## src/hdl/phase_ctrl_map.svh

```systemverilog
`ifndef PHASE_CTRL_MAP_SVH
`define PHASE_CTRL_MAP_SVH

// ==========================================================
// register map (byte addresses)
`define REG_CTRL_ADDR 4'h0
`define REG_STATUS_ADDR 4'h4
`define REG_SHIFT_ADDR 4'h8

// ==========================================================
// field positions and reset values
`define CTRL_UPDATE_EN_BIT 0
`define CTRL_UPDATE_EN_RESET 1'h1
`define STATUS_SETTING_MSB 8
`define STATUS_MODE_BIT 9
`define STATUS_MISMATCH_BIT 10
`define SETTING_RESET 9'h000
`define SHIFT_RESET 13'h0000

// ==========================================================
// serial word layout
`define SHIFT_MSB 12
`define PHASE_WORD_MSB 8
`define ADDR_WORD_LSB 9

`endif

```

## src/hdl/phase_ctrl_pkg.sv

```systemverilog
package phase_ctrl_pkg;

  // applied phase setting: trim bit above the eight phase bits
  typedef struct packed {
    logic accuracy_trim_bit;
    logic [7:0] phase_bits;
  } phase_setting_type;

  // all pins sampled from outside the clock domain
  typedef struct packed {
    logic serial_mode;
    logic [7:0] phase_bits;
    logic accuracy_trim_bit;
    logic update_strobe;
    logic serial_clk;
    logic serial_data;
    logic [3:0] unit_address_pins;
  } pin_inputs_type;

  // control mode chosen by the interface select pin
  typedef enum logic [1:0] {
    MODE_PARALLEL = 2'b01,
    MODE_SERIAL = 2'b10
  } control_mode_type;

endpackage

```

## src/hdl/pin_sync.sv

```systemverilog
`timescale 1ns/100ps

module pin_sync #(
  parameter int WIDTH = 17
) (
  // clock and reset
  input wire logic i_sys_clk,
  input wire logic i_reset,
  // asynchronous inputs and synchronised copy
  input wire logic [WIDTH-1:0] i_async,
  output logic [WIDTH-1:0] o_sync
);

  logic [WIDTH-1:0] stage1_reg;

  // two flip-flops; the first is read only by the second
  always_ff @(posedge i_sys_clk)
  begin
    if (i_reset)
    begin
      stage1_reg <= '0;
      o_sync <= '0;
    end
    else
    begin
      stage1_reg <= i_async;
      o_sync <= stage1_reg;
    end
  end

endmodule

```

## src/hdl/phase_setting_control_port.sv

```systemverilog
// What the block and its controller are required to do
// select pin low uses parallel port, high uses addressable serial port
// phase bits weigh 1.4 up to 180 degrees, LSB to MSB
// controller drives trim bit equal to the 90-degree phase bit; the testbench's walking-one and 9'h055 line patterns do not
// parallel mode takes nine lines: eight phase bits plus trim bit
// latched parallel: strobe low while lines change, pulse captures them
// strobe held high: parallel line changes apply directly
// serial port: 13-bit shift register, 9 data and 4 address bits
// serial load applies only when address word matches unit pins
// controller shifts LSB first, phase word before address word
// passthrough output copies serial data, independent of serial clock
// shift-tail output shows last stage, moves on serial clock rise
// controller samples shift-tail output on serial clock fall
// controller raises strobe at least 10 ns after last clock rise
// controller index is angle times 256 over 360, in binary
// internal negative supply limits updates to 25 kHz; the block applies updates with no rate limit
// parallel, strobe low: rising strobe edge captures the control lines
// serial phase word maps in shift order to bits 0-7 then trim
`timescale 1ns/100ps
`include "phase_ctrl_map.svh"

module phase_setting_control_port
  import phase_ctrl_pkg::*;
(
  // clock and reset
  input wire logic i_sys_clk,
  input wire logic i_reset,
  // mode and parallel control pins
  input wire logic i_serial_mode,
  input wire logic [7:0] i_phase_bits,
  input wire logic i_accuracy_trim_bit,
  input wire logic i_update_strobe,
  // serial control pins
  input wire logic i_serial_clk,
  input wire logic i_serial_data,
  input wire logic [3:0] i_unit_address_pins,
  // applied phase setting
  output logic [7:0] o_phase_bits,
  output logic o_accuracy_trim_bit,
  // serial outputs
  output logic o_passthrough_out,
  output logic o_shift_tail_out,
  // register port
  input wire logic [3:0] i_reg_addr,
  input wire logic [31:0] i_reg_wdata,
  input wire logic i_reg_wr,
  input wire logic i_reg_rd,
  output logic [31:0] o_reg_rdata
);

  // ========================================================
  // functions

  // address word of the shift register against the unit pins
  function automatic logic addr_match(input logic [`SHIFT_MSB:0] sr,
                                      input logic [3:0] pins);
    addr_match = (sr[`SHIFT_MSB:`ADDR_WORD_LSB] == pins);
  endfunction

  // phase word in shift order: bits 0-7 then trim bit
  function automatic phase_setting_type to_setting(
    input logic [`SHIFT_MSB:0] sr);
    to_setting = phase_setting_type'(sr[`PHASE_WORD_MSB:0]);
  endfunction

  // ========================================================
  // pin synchronisation

  pin_inputs_type pins_raw;
  pin_inputs_type pins_s;
  logic [$bits(pin_inputs_type)-1:0] pins_sync_vec;

  assign pins_raw = '{serial_mode: i_serial_mode,
                      phase_bits: i_phase_bits,
                      accuracy_trim_bit: i_accuracy_trim_bit,
                      update_strobe: i_update_strobe,
                      serial_clk: i_serial_clk,
                      serial_data: i_serial_data,
                      unit_address_pins: i_unit_address_pins};

  pin_sync #(
    .WIDTH($bits(pin_inputs_type))
  ) u_pin_sync (
    .i_sys_clk(i_sys_clk),
    .i_reset(i_reset),
    .i_async(pins_raw),
    .o_sync(pins_sync_vec)
  );

  assign pins_s = pin_inputs_type'(pins_sync_vec);

  // ========================================================
  // mode and edge detection

  control_mode_type mode;
  logic sclk_prev_reg;
  logic strobe_prev_reg;
  logic sclk_rise;
  logic strobe_rise;
  phase_setting_type par_setting;

  // select pin chooses the port
  assign mode = pins_s.serial_mode ? MODE_SERIAL : MODE_PARALLEL;
  assign sclk_rise = pins_s.serial_clk & ~sclk_prev_reg;
  assign strobe_rise = pins_s.update_strobe & ~strobe_prev_reg;
  // nine parallel lines form the setting
  assign par_setting = '{accuracy_trim_bit: pins_s.accuracy_trim_bit,
                         phase_bits: pins_s.phase_bits};

  // previous levels of serial clock and strobe
  always_ff @(posedge i_sys_clk)
  begin
    if (i_reset)
    begin
      sclk_prev_reg <= 1'b0;
      strobe_prev_reg <= 1'b0;
    end
    else
    begin
      sclk_prev_reg <= pins_s.serial_clk;
      strobe_prev_reg <= pins_s.update_strobe;
    end
  end

  // ========================================================
  // serial shift register

  logic [`SHIFT_MSB:0] shift_reg;
  logic match;

  assign match = addr_match(shift_reg, pins_s.unit_address_pins);

  // shift in at the top, first bit reaches stage 0
  always_ff @(posedge i_sys_clk)
  begin
    if (i_reset)
      shift_reg <= `SHIFT_RESET;
    else if (mode == MODE_SERIAL && sclk_rise)
      shift_reg <= {pins_s.serial_data, shift_reg[`SHIFT_MSB:1]};
  end

  // tail is the last stage, moving only on a clock rise
  assign o_shift_tail_out = shift_reg[0];

  // passthrough follows serial data, no serial clock involved
  always_ff @(posedge i_sys_clk)
  begin
    if (i_reset)
      o_passthrough_out <= 1'b0;
    else
      o_passthrough_out <= pins_s.serial_data;
  end

  // ========================================================
  // control registers

  logic update_en_reg;
  logic mismatch_reg;
  logic wr_ctrl;
  logic wr_status;
  logic mismatch_set;

  assign wr_ctrl = i_reg_wr && (i_reg_addr == `REG_CTRL_ADDR);
  assign wr_status = i_reg_wr && (i_reg_addr == `REG_STATUS_ADDR);
  assign mismatch_set = (mode == MODE_SERIAL) && strobe_rise && !match;

  // software gate on all phase updates
  always_ff @(posedge i_sys_clk)
  begin
    if (i_reset)
      update_en_reg <= `CTRL_UPDATE_EN_RESET;
    else if (wr_ctrl)
      update_en_reg <= i_reg_wdata[`CTRL_UPDATE_EN_BIT];
  end

  // sticky mismatch flag, write one clears, a new event wins
  always_ff @(posedge i_sys_clk)
  begin
    if (i_reset)
      mismatch_reg <= 1'b0;
    else if (mismatch_set)
      mismatch_reg <= 1'b1;
    else if (wr_status && i_reg_wdata[`STATUS_MISMATCH_BIT])
      mismatch_reg <= 1'b0;
  end

  // ========================================================
  // applied phase setting

  phase_setting_type setting_reg;

  // holding latch: transparent while the strobe is high
  always_ff @(posedge i_sys_clk)
  begin
    if (i_reset)
      setting_reg <= `SETTING_RESET;
    else if (pins_s.update_strobe && update_en_reg)
    begin
      unique case (mode)
        // strobe high or its rise takes the lines
        MODE_PARALLEL: setting_reg <= par_setting;
        // matched address loads the phase word
        MODE_SERIAL:
        begin
          if (match)
            setting_reg <= to_setting(shift_reg);
        end
      endcase
    end
  end

  // bit 0 is the 1.4 degree weight, bit 7 the 180
  assign o_phase_bits = setting_reg.phase_bits;
  assign o_accuracy_trim_bit = setting_reg.accuracy_trim_bit;

  // ========================================================
  // register read port

  // read data stand for one cycle after the strobe only
  always_ff @(posedge i_sys_clk)
  begin
    if (i_reset)
      o_reg_rdata <= 32'h0000_0000;
    else if (i_reg_rd)
    begin
      o_reg_rdata <= 32'h0000_0000;
      unique case (i_reg_addr)
        `REG_CTRL_ADDR:
          o_reg_rdata[`CTRL_UPDATE_EN_BIT] <= update_en_reg;
        `REG_STATUS_ADDR:
        begin
          o_reg_rdata[`STATUS_SETTING_MSB:0] <= setting_reg;
          o_reg_rdata[`STATUS_MODE_BIT] <= (mode == MODE_SERIAL);
          o_reg_rdata[`STATUS_MISMATCH_BIT] <= mismatch_reg;
        end
        `REG_SHIFT_ADDR:
          o_reg_rdata[`SHIFT_MSB:0] <= shift_reg;
        default:
          o_reg_rdata <= 32'h0000_0000;
      endcase
    end
    else
      o_reg_rdata <= 32'h0000_0000;
  end
endmodule

```

## config.mk

```make
export PLATFORM = sky130hd
export DESIGN_NAME = phase_setting_control_port
export DESIGN_NICKNAME = d
export VERILOG_FILES = /design/src/hdl/phase_ctrl_pkg.sv /design/src/hdl/pin_sync.sv /design/src/hdl/phase_setting_control_port.sv
export VERILOG_INCLUDE_DIRS = /design/src /design/src/hdl
export SDC_FILE = /design/constraint.sdc
export NUM_CORES = 1
export LEC_CHECK = 0
export ABC_CLOCK_PERIOD_IN_PS = 2400
export BUFFER_PORTS_ARGS = -buffer_cell sky130_fd_sc_hd__buf_2
export CELL_PAD_IN_SITES_DETAIL_PLACEMENT = 1
export CELL_PAD_IN_SITES_GLOBAL_PLACEMENT = 2
export CORE_MARGIN = 5
export CORE_UTILIZATION = 30
export CTS_BUF_LIST = sky130_fd_sc_hd__clkbuf_16
export DETAILED_ROUTE_END_ITERATION = 10
export GPL_TIMING_DRIVEN = 0
export PLACE_DENSITY_LB_ADDON = 0.08
export RECOVER_POWER = 100
export SLEW_MARGIN = 10
export SYNTH_ARGS = -nofsm -noshare
export SYNTH_HDL_FRONTEND = slang
export SYNTH_SLANG_ARGS = --single-unit
```

## constraint.sdc

```tcl
create_clock -name i_sys_clk -period 2.4 [get_ports i_sys_clk]
set_clock_uncertainty 0.1 [all_clocks]
set_input_delay 0.48 -clock i_sys_clk [delete_from_list [all_inputs] [get_ports i_sys_clk]]
set_output_delay 0.48 -clock i_sys_clk [all_outputs]
set_load 0.005 [all_outputs]
```

; After elaboration in Yosys (flattened, before gate mapping)
; Index checks and enable logic that the tools add are counted.
[totals]
regBits = 93
output_inout_bits = 43
input_bits = 57
word_cells = 45
[classes]
n_reduce_logical = 13
bitwise = 6
n_eq_ne = 6
muxes = 7
[op_table]
columns = operator, n
row1 = $pmux 10 s2, 1
row2 = $pmux 9 s2, 1
row3 = $mux 9, 1
row4 = $logic_and 1x1->1, 7
row5 = $eq 4x3->1 const B, 1
row6 = $eq 4x4->1, 1
row7 = $eq 4x4->1 const B, 1
row8 = $logic_not 4->1, 1
row9 = $not 1->1, 4
row10 = $pmux 1 s3, 1
row11 = $reduce_or 3->1, 1
row12 = $and 1x1->1, 2
row13 = $eq 2x1->1 const B, 1
row14 = $eq 2x2->1 const B, 1
row15 = $mux 1, 2
row16 = $mux 2, 1
row17 = $ne 2x2->1 const B, 1
row18 = $reduce_and 2->1, 1
row19 = $reduce_bool 2->1, 1
row20 = $reduce_or 2->1, 1
row21 = $logic_not 1->1, 1

; Logic depth before layout (Yosys ltp)
[logic_depth]
word_depth = 5
mapped_depth = 6
ltp_nobuf = 4

; Modules after synthesis
; Synthesis repeated with hierarchy kept, for this count alone.
[unflattened]
cells_unflattened = 296
area_unflattened_um2 = 2830.2
[modules_own_cells]
columns = mod, area_per_inst_um2, seq_area_each_um2, cells_per_inst, n_inst
row1 = phase_setting_control_port, 1893.1, 800.8, 225, 1
row2 = pin_sync, 937.1, 680.7, 71, 1

; Least setup slack after synthesis
; No wires, ideal clock.
[synth_timing]
kind = input-to-reg
startpoint = in i_reset
endpoint = reg o_reg_rdata[11]
setup_ns = 0.059
stages = 5
setup_slack_ns = 0.597
arrival_ns = 1.644
required_ns = 2.241
path_buffers = 2
cell_sequence = buf_6 or4b_4 nor3b_4 buf_6 and2_1
[synth_via]
elab_chain_cells = 1
[synth_rtl]
columns = element, line_no
row1 = from (decl), phase_setting_control_port.sv:27  ; input wire logic i_reset,
row2 = $reduce_or 3->1 (no source line), --
row3 = "to (signal, indexed assignment)", phase_setting_control_port.sv:229  ; o_reg_rdata[`CTRL_UPDATE_EN_BIT] <= update_en_reg;
row4 = "to (signal, indexed assignment)", phase_setting_control_port.sv:232  ; o_reg_rdata[`STATUS_SETTING_MSB:0] <= setting_reg;
row5 = "to (signal, indexed assignment)", phase_setting_control_port.sv:233  ; o_reg_rdata[`STATUS_MODE_BIT] <= (mode == MODE_SERIAL);
row6 = to (decl), phase_setting_control_port.sv:48  ; output logic [31:0] o_reg_rdata
; Every way passes these cells.
; A chain may end at the register's enable or synchronous reset.

; Worst setup path after layout
[layout_timing]
startpoint = in i_reset
endpoint = reg o_reg_rdata[9]
[layout_via]
elab_chain_cells = 1
[layout_rtl]
columns = element
row1 = $reduce_or 2->1 (no source line)
; Every way passes these cells.

==> flow_metrics.py <==
metrics = {
    "run_status": {
        "status": "complete, no violations",
    },
    "finish": {
        "n_antenna_cell": 0,
        "final_layout_size_suffix_gt1_share_pct": 21.1,
        "final_util_pct": 38.2,
        "final_cell_mix": "dfxtp_1 (74), nand2_1 (57), buf_2 (42), nor2b_1 (38), a21oi_1 (32)",
        "instances_no_fill": 491,
        "syn_to_final_growth_pct": 25.5,
        "fin_area_um2": 3480,
        "fin_nets": 432,
        "final_common_cell": "dfxtp_1",
    },
    "worst_setup_path": {
        "worstPathMaxFanout": 10,
        "critPathRequiredTime_ps": 2570,
        "worstSetupStartpointType": "primary input",
        "reg2regPathDepth": 4,
        "crit_start": "i_reset",
        "end_kind": "register",
        "critPathKind": "in -> reg",
        "r2r_start": "shift_reg[10]",
        "max_stage_delay_ps": 650,
        "cp_slowest_cell": "or4b_1",
        "worstPathCellList": "clkbuf_1, or4b_1, nor3_2, a22o_1",
        "reg2reg_to": "o_phase_bits[6]",
        "r2r_slack_ps": 430,
        "crit_arrival_ps": 2260,
    },
    "power_and_ir_drop": {
        "power.internal_mw": 2.13,
        "power.density_nw_per_um2": 785,
        "p_leak_nw": 1.42,
        "combinationalPowerShare_pct": 5.5,
        "power_switching_mw": 0.602,
        "pwr-share-clk_pct": 47.9,
        "total_power_mw": 2.73,
        "pwr-share-seq_pct": 46.5,
        "swShare_pct": 22.0,
        "vdd_drop_max_mv": 0.265,
    },
    "routing": {
        "dr.pass1.iters": 4,
        "postRouteAntennaNets": 0,
        "vias": 2132,
        "drcViolationCount": 0,
        "drt_iter0_drc": 50,
        "via_per_inst": 4.34,
        "drt-total-wl_mm": 6.58,
        "route.detailed.wl_per_inst_um": 13.4,
    },
    "synth": {
        "yosys_warnings": 0,
        "yosys.area.top_type": "dfxtp_1",
        "yosys-top-cells-area": "dfxtp_1 (53%), nor2b_1 (8.6%), nand2_1 (7.7%)",
        "syn-instance-count": 297,
        "synth.avg_cell_area_um2": 9.34,
        "synth_area_um2": 2780,
        "ys_ff_latch": 74,
        "ys_seq_area_share_pct": 53.4,
        "synth.top_cell.area_share_pct": 53.4,
        "synth_cell_types": 28,
    },
    "clock_tree": {
        "cts_resized": 0,
        "clock_latency_ps": 330,
        "holdBufCountCts": 0,
        "clk_pin_slew_worst_paths_ps": 60,
        "cts_tree": "yes",
        "numClockSinks": 74,
        "cts_setup_buffers": 0,
        "htree_num_levels": 3,
        "cts-buffers-inserted": 9,
        "clock_path_buffers": 2,
        "cts-root-buf": "clkbuf_16",
    },
    "timing": {
        "period_needed_ps": 2090,
        "drv_slew": 0,
        "fin_tns_setup_ps": 0,
        "slew_headroom_pct": 46.5,
        "fmax_mhz": 479,
        "rsz0062_at_grt": "no",
        "tightest_slew_ps": 799,
        "setup_violations": 0,
        "hold_viol_final": 0,
        "layout_worst_path_cycle_share_pct": 87.1,
    },
    "run": {
        "drv_cap": 0,
    },
    "worst_hold_path": {
        "min_path_cells": 2,
        "holdPathEnd": "u_pin_sync.stage1_reg[1]",
        "holdCritStartpoint": "i_unit_address_pins[1]",
        "hp-class": "in -> reg",
    },
    "placed_design": {
        "gp_routability_congestion": 0.750,
        "dpl.hpwl_mm": 4.85,
        "place_area_um2": 3230,
        "dp.cells": 475,
        "port_buffers": 49,
    },
    "global_route": {
        "grt_pass1_vias": 2228,
        "grt_antenna_before_repair": 0,
        "grt_max_degree": 14,
        "grt_pass1_wl_mm": 11.2,
        "grt.total_usage_pct": 12.8,
        "grt_overflow": 0,
    },
    "die": {
        "core-area_um2": 9110,
        "die_w_um": 106,
        "die_area_um2": 11300,
        "start_util_pct": 30.5,
        "row_count": 35,
        "ios": 100,
        "die_y_um": 106,
    },
}
==> per-stage QoR <==
stage	setup slack [ps]	hold slack, ps
floorplan	597	314
CTS	370	244
global placement	374	324
global route	196	248
finish	310	258
detailed placement	376	331
==> synthesized netlist by cell type <==
cell / instances
o221ai_1: 9
xor2_1: 4
conb_1: 1
nand2b_1: 9
or4b_4: 1
buf_1: 1
nor3b_4: 1
nand2_1: 57
buf_4: 19
o21ai_0: 2
nor2_1: 12
a31oi_1: 1
buf_2: 1
clkbuf_1: 11
or4b_1: 1
and3b_1: 1
and2_1: 2
inv_1: 1
or3_1: 1
a21oi_1: 32
nor3_4: 1
buf_6: 2
nand3b_1: 3
nor2b_1: 38
mux2i_1: 1
a22o_1: 10
nor4_4: 1
dfxtp_1: 74
==> how the worst max path moves through the flow <==
stage	endpoint	slack, ps
finish	o_reg_rdata[9]	310
global route	o_reg_rdata[8]	200
CTS	o_phase_bits[6]	370
detailed placement	o_reg_rdata[9]	380
global placement	o_reg_rdata[9]	370
floorplan	o_reg_rdata[11]	600
==> power groups by stage <==
stage / clock network, mW / logic [mW] / registers [mW]
2_1_floorplan: 0 / 0.103 / 1.30
3_3_place_gp: 0 / 0.155 / 1.30
3_5_place_dp: 0 / 0.157 / 1.30
4_1_cts: 1.36 / 0.158 / 1.27
5_1_grt: 1.41 / 0.172 / 1.27
6_report: 1.31 / 0.151 / 1.27
==> cells by family (layout without fill, tap and decap cells) <==
logic type	count (synthesis)	count (layout)	synth area share, %
and+or+nand+nor	128	128	24.6
DFF	74	74	53.4
AOI/OAI and AO/OA	54	54	12.4
buffers and inverters	35	100	7.89
xor gates and xnor gates	4	4	1.26
other	1	19	0.135
muxes	1	1	0.361
==> per-layer routing <==
layer	up-vias	routed length (µm)	track usage, %
met1	953	3130	16.3
li1	1103	-	-
met2	63	3000	20.1
met5	-	0	0
met4	0	160	6.94
met3	13	301	2.79
==> critical path, delay by kind of cell <==
kind	cells	cell delay (ps)
and+or+nand+nor	2	1290
AOI/OAI and AO/OA	1	260
buffers and inverters	1	230
==> cell type report <==
class / count / area (µm²)
Fill cell: 1101 / 5630
Sequential cell: 74 / 1480
Multi-Input combinational cell: 206 / 1120
Timing Repair Buffer: 49 / 235
Clock buffer: 9 / 225
Buffer: 34 / 208
Tap cell: 111 / 139
Clock inverter: 7 / 70.1
Inverter: 1 / 3.75
(Power assumes the default switching activity.)
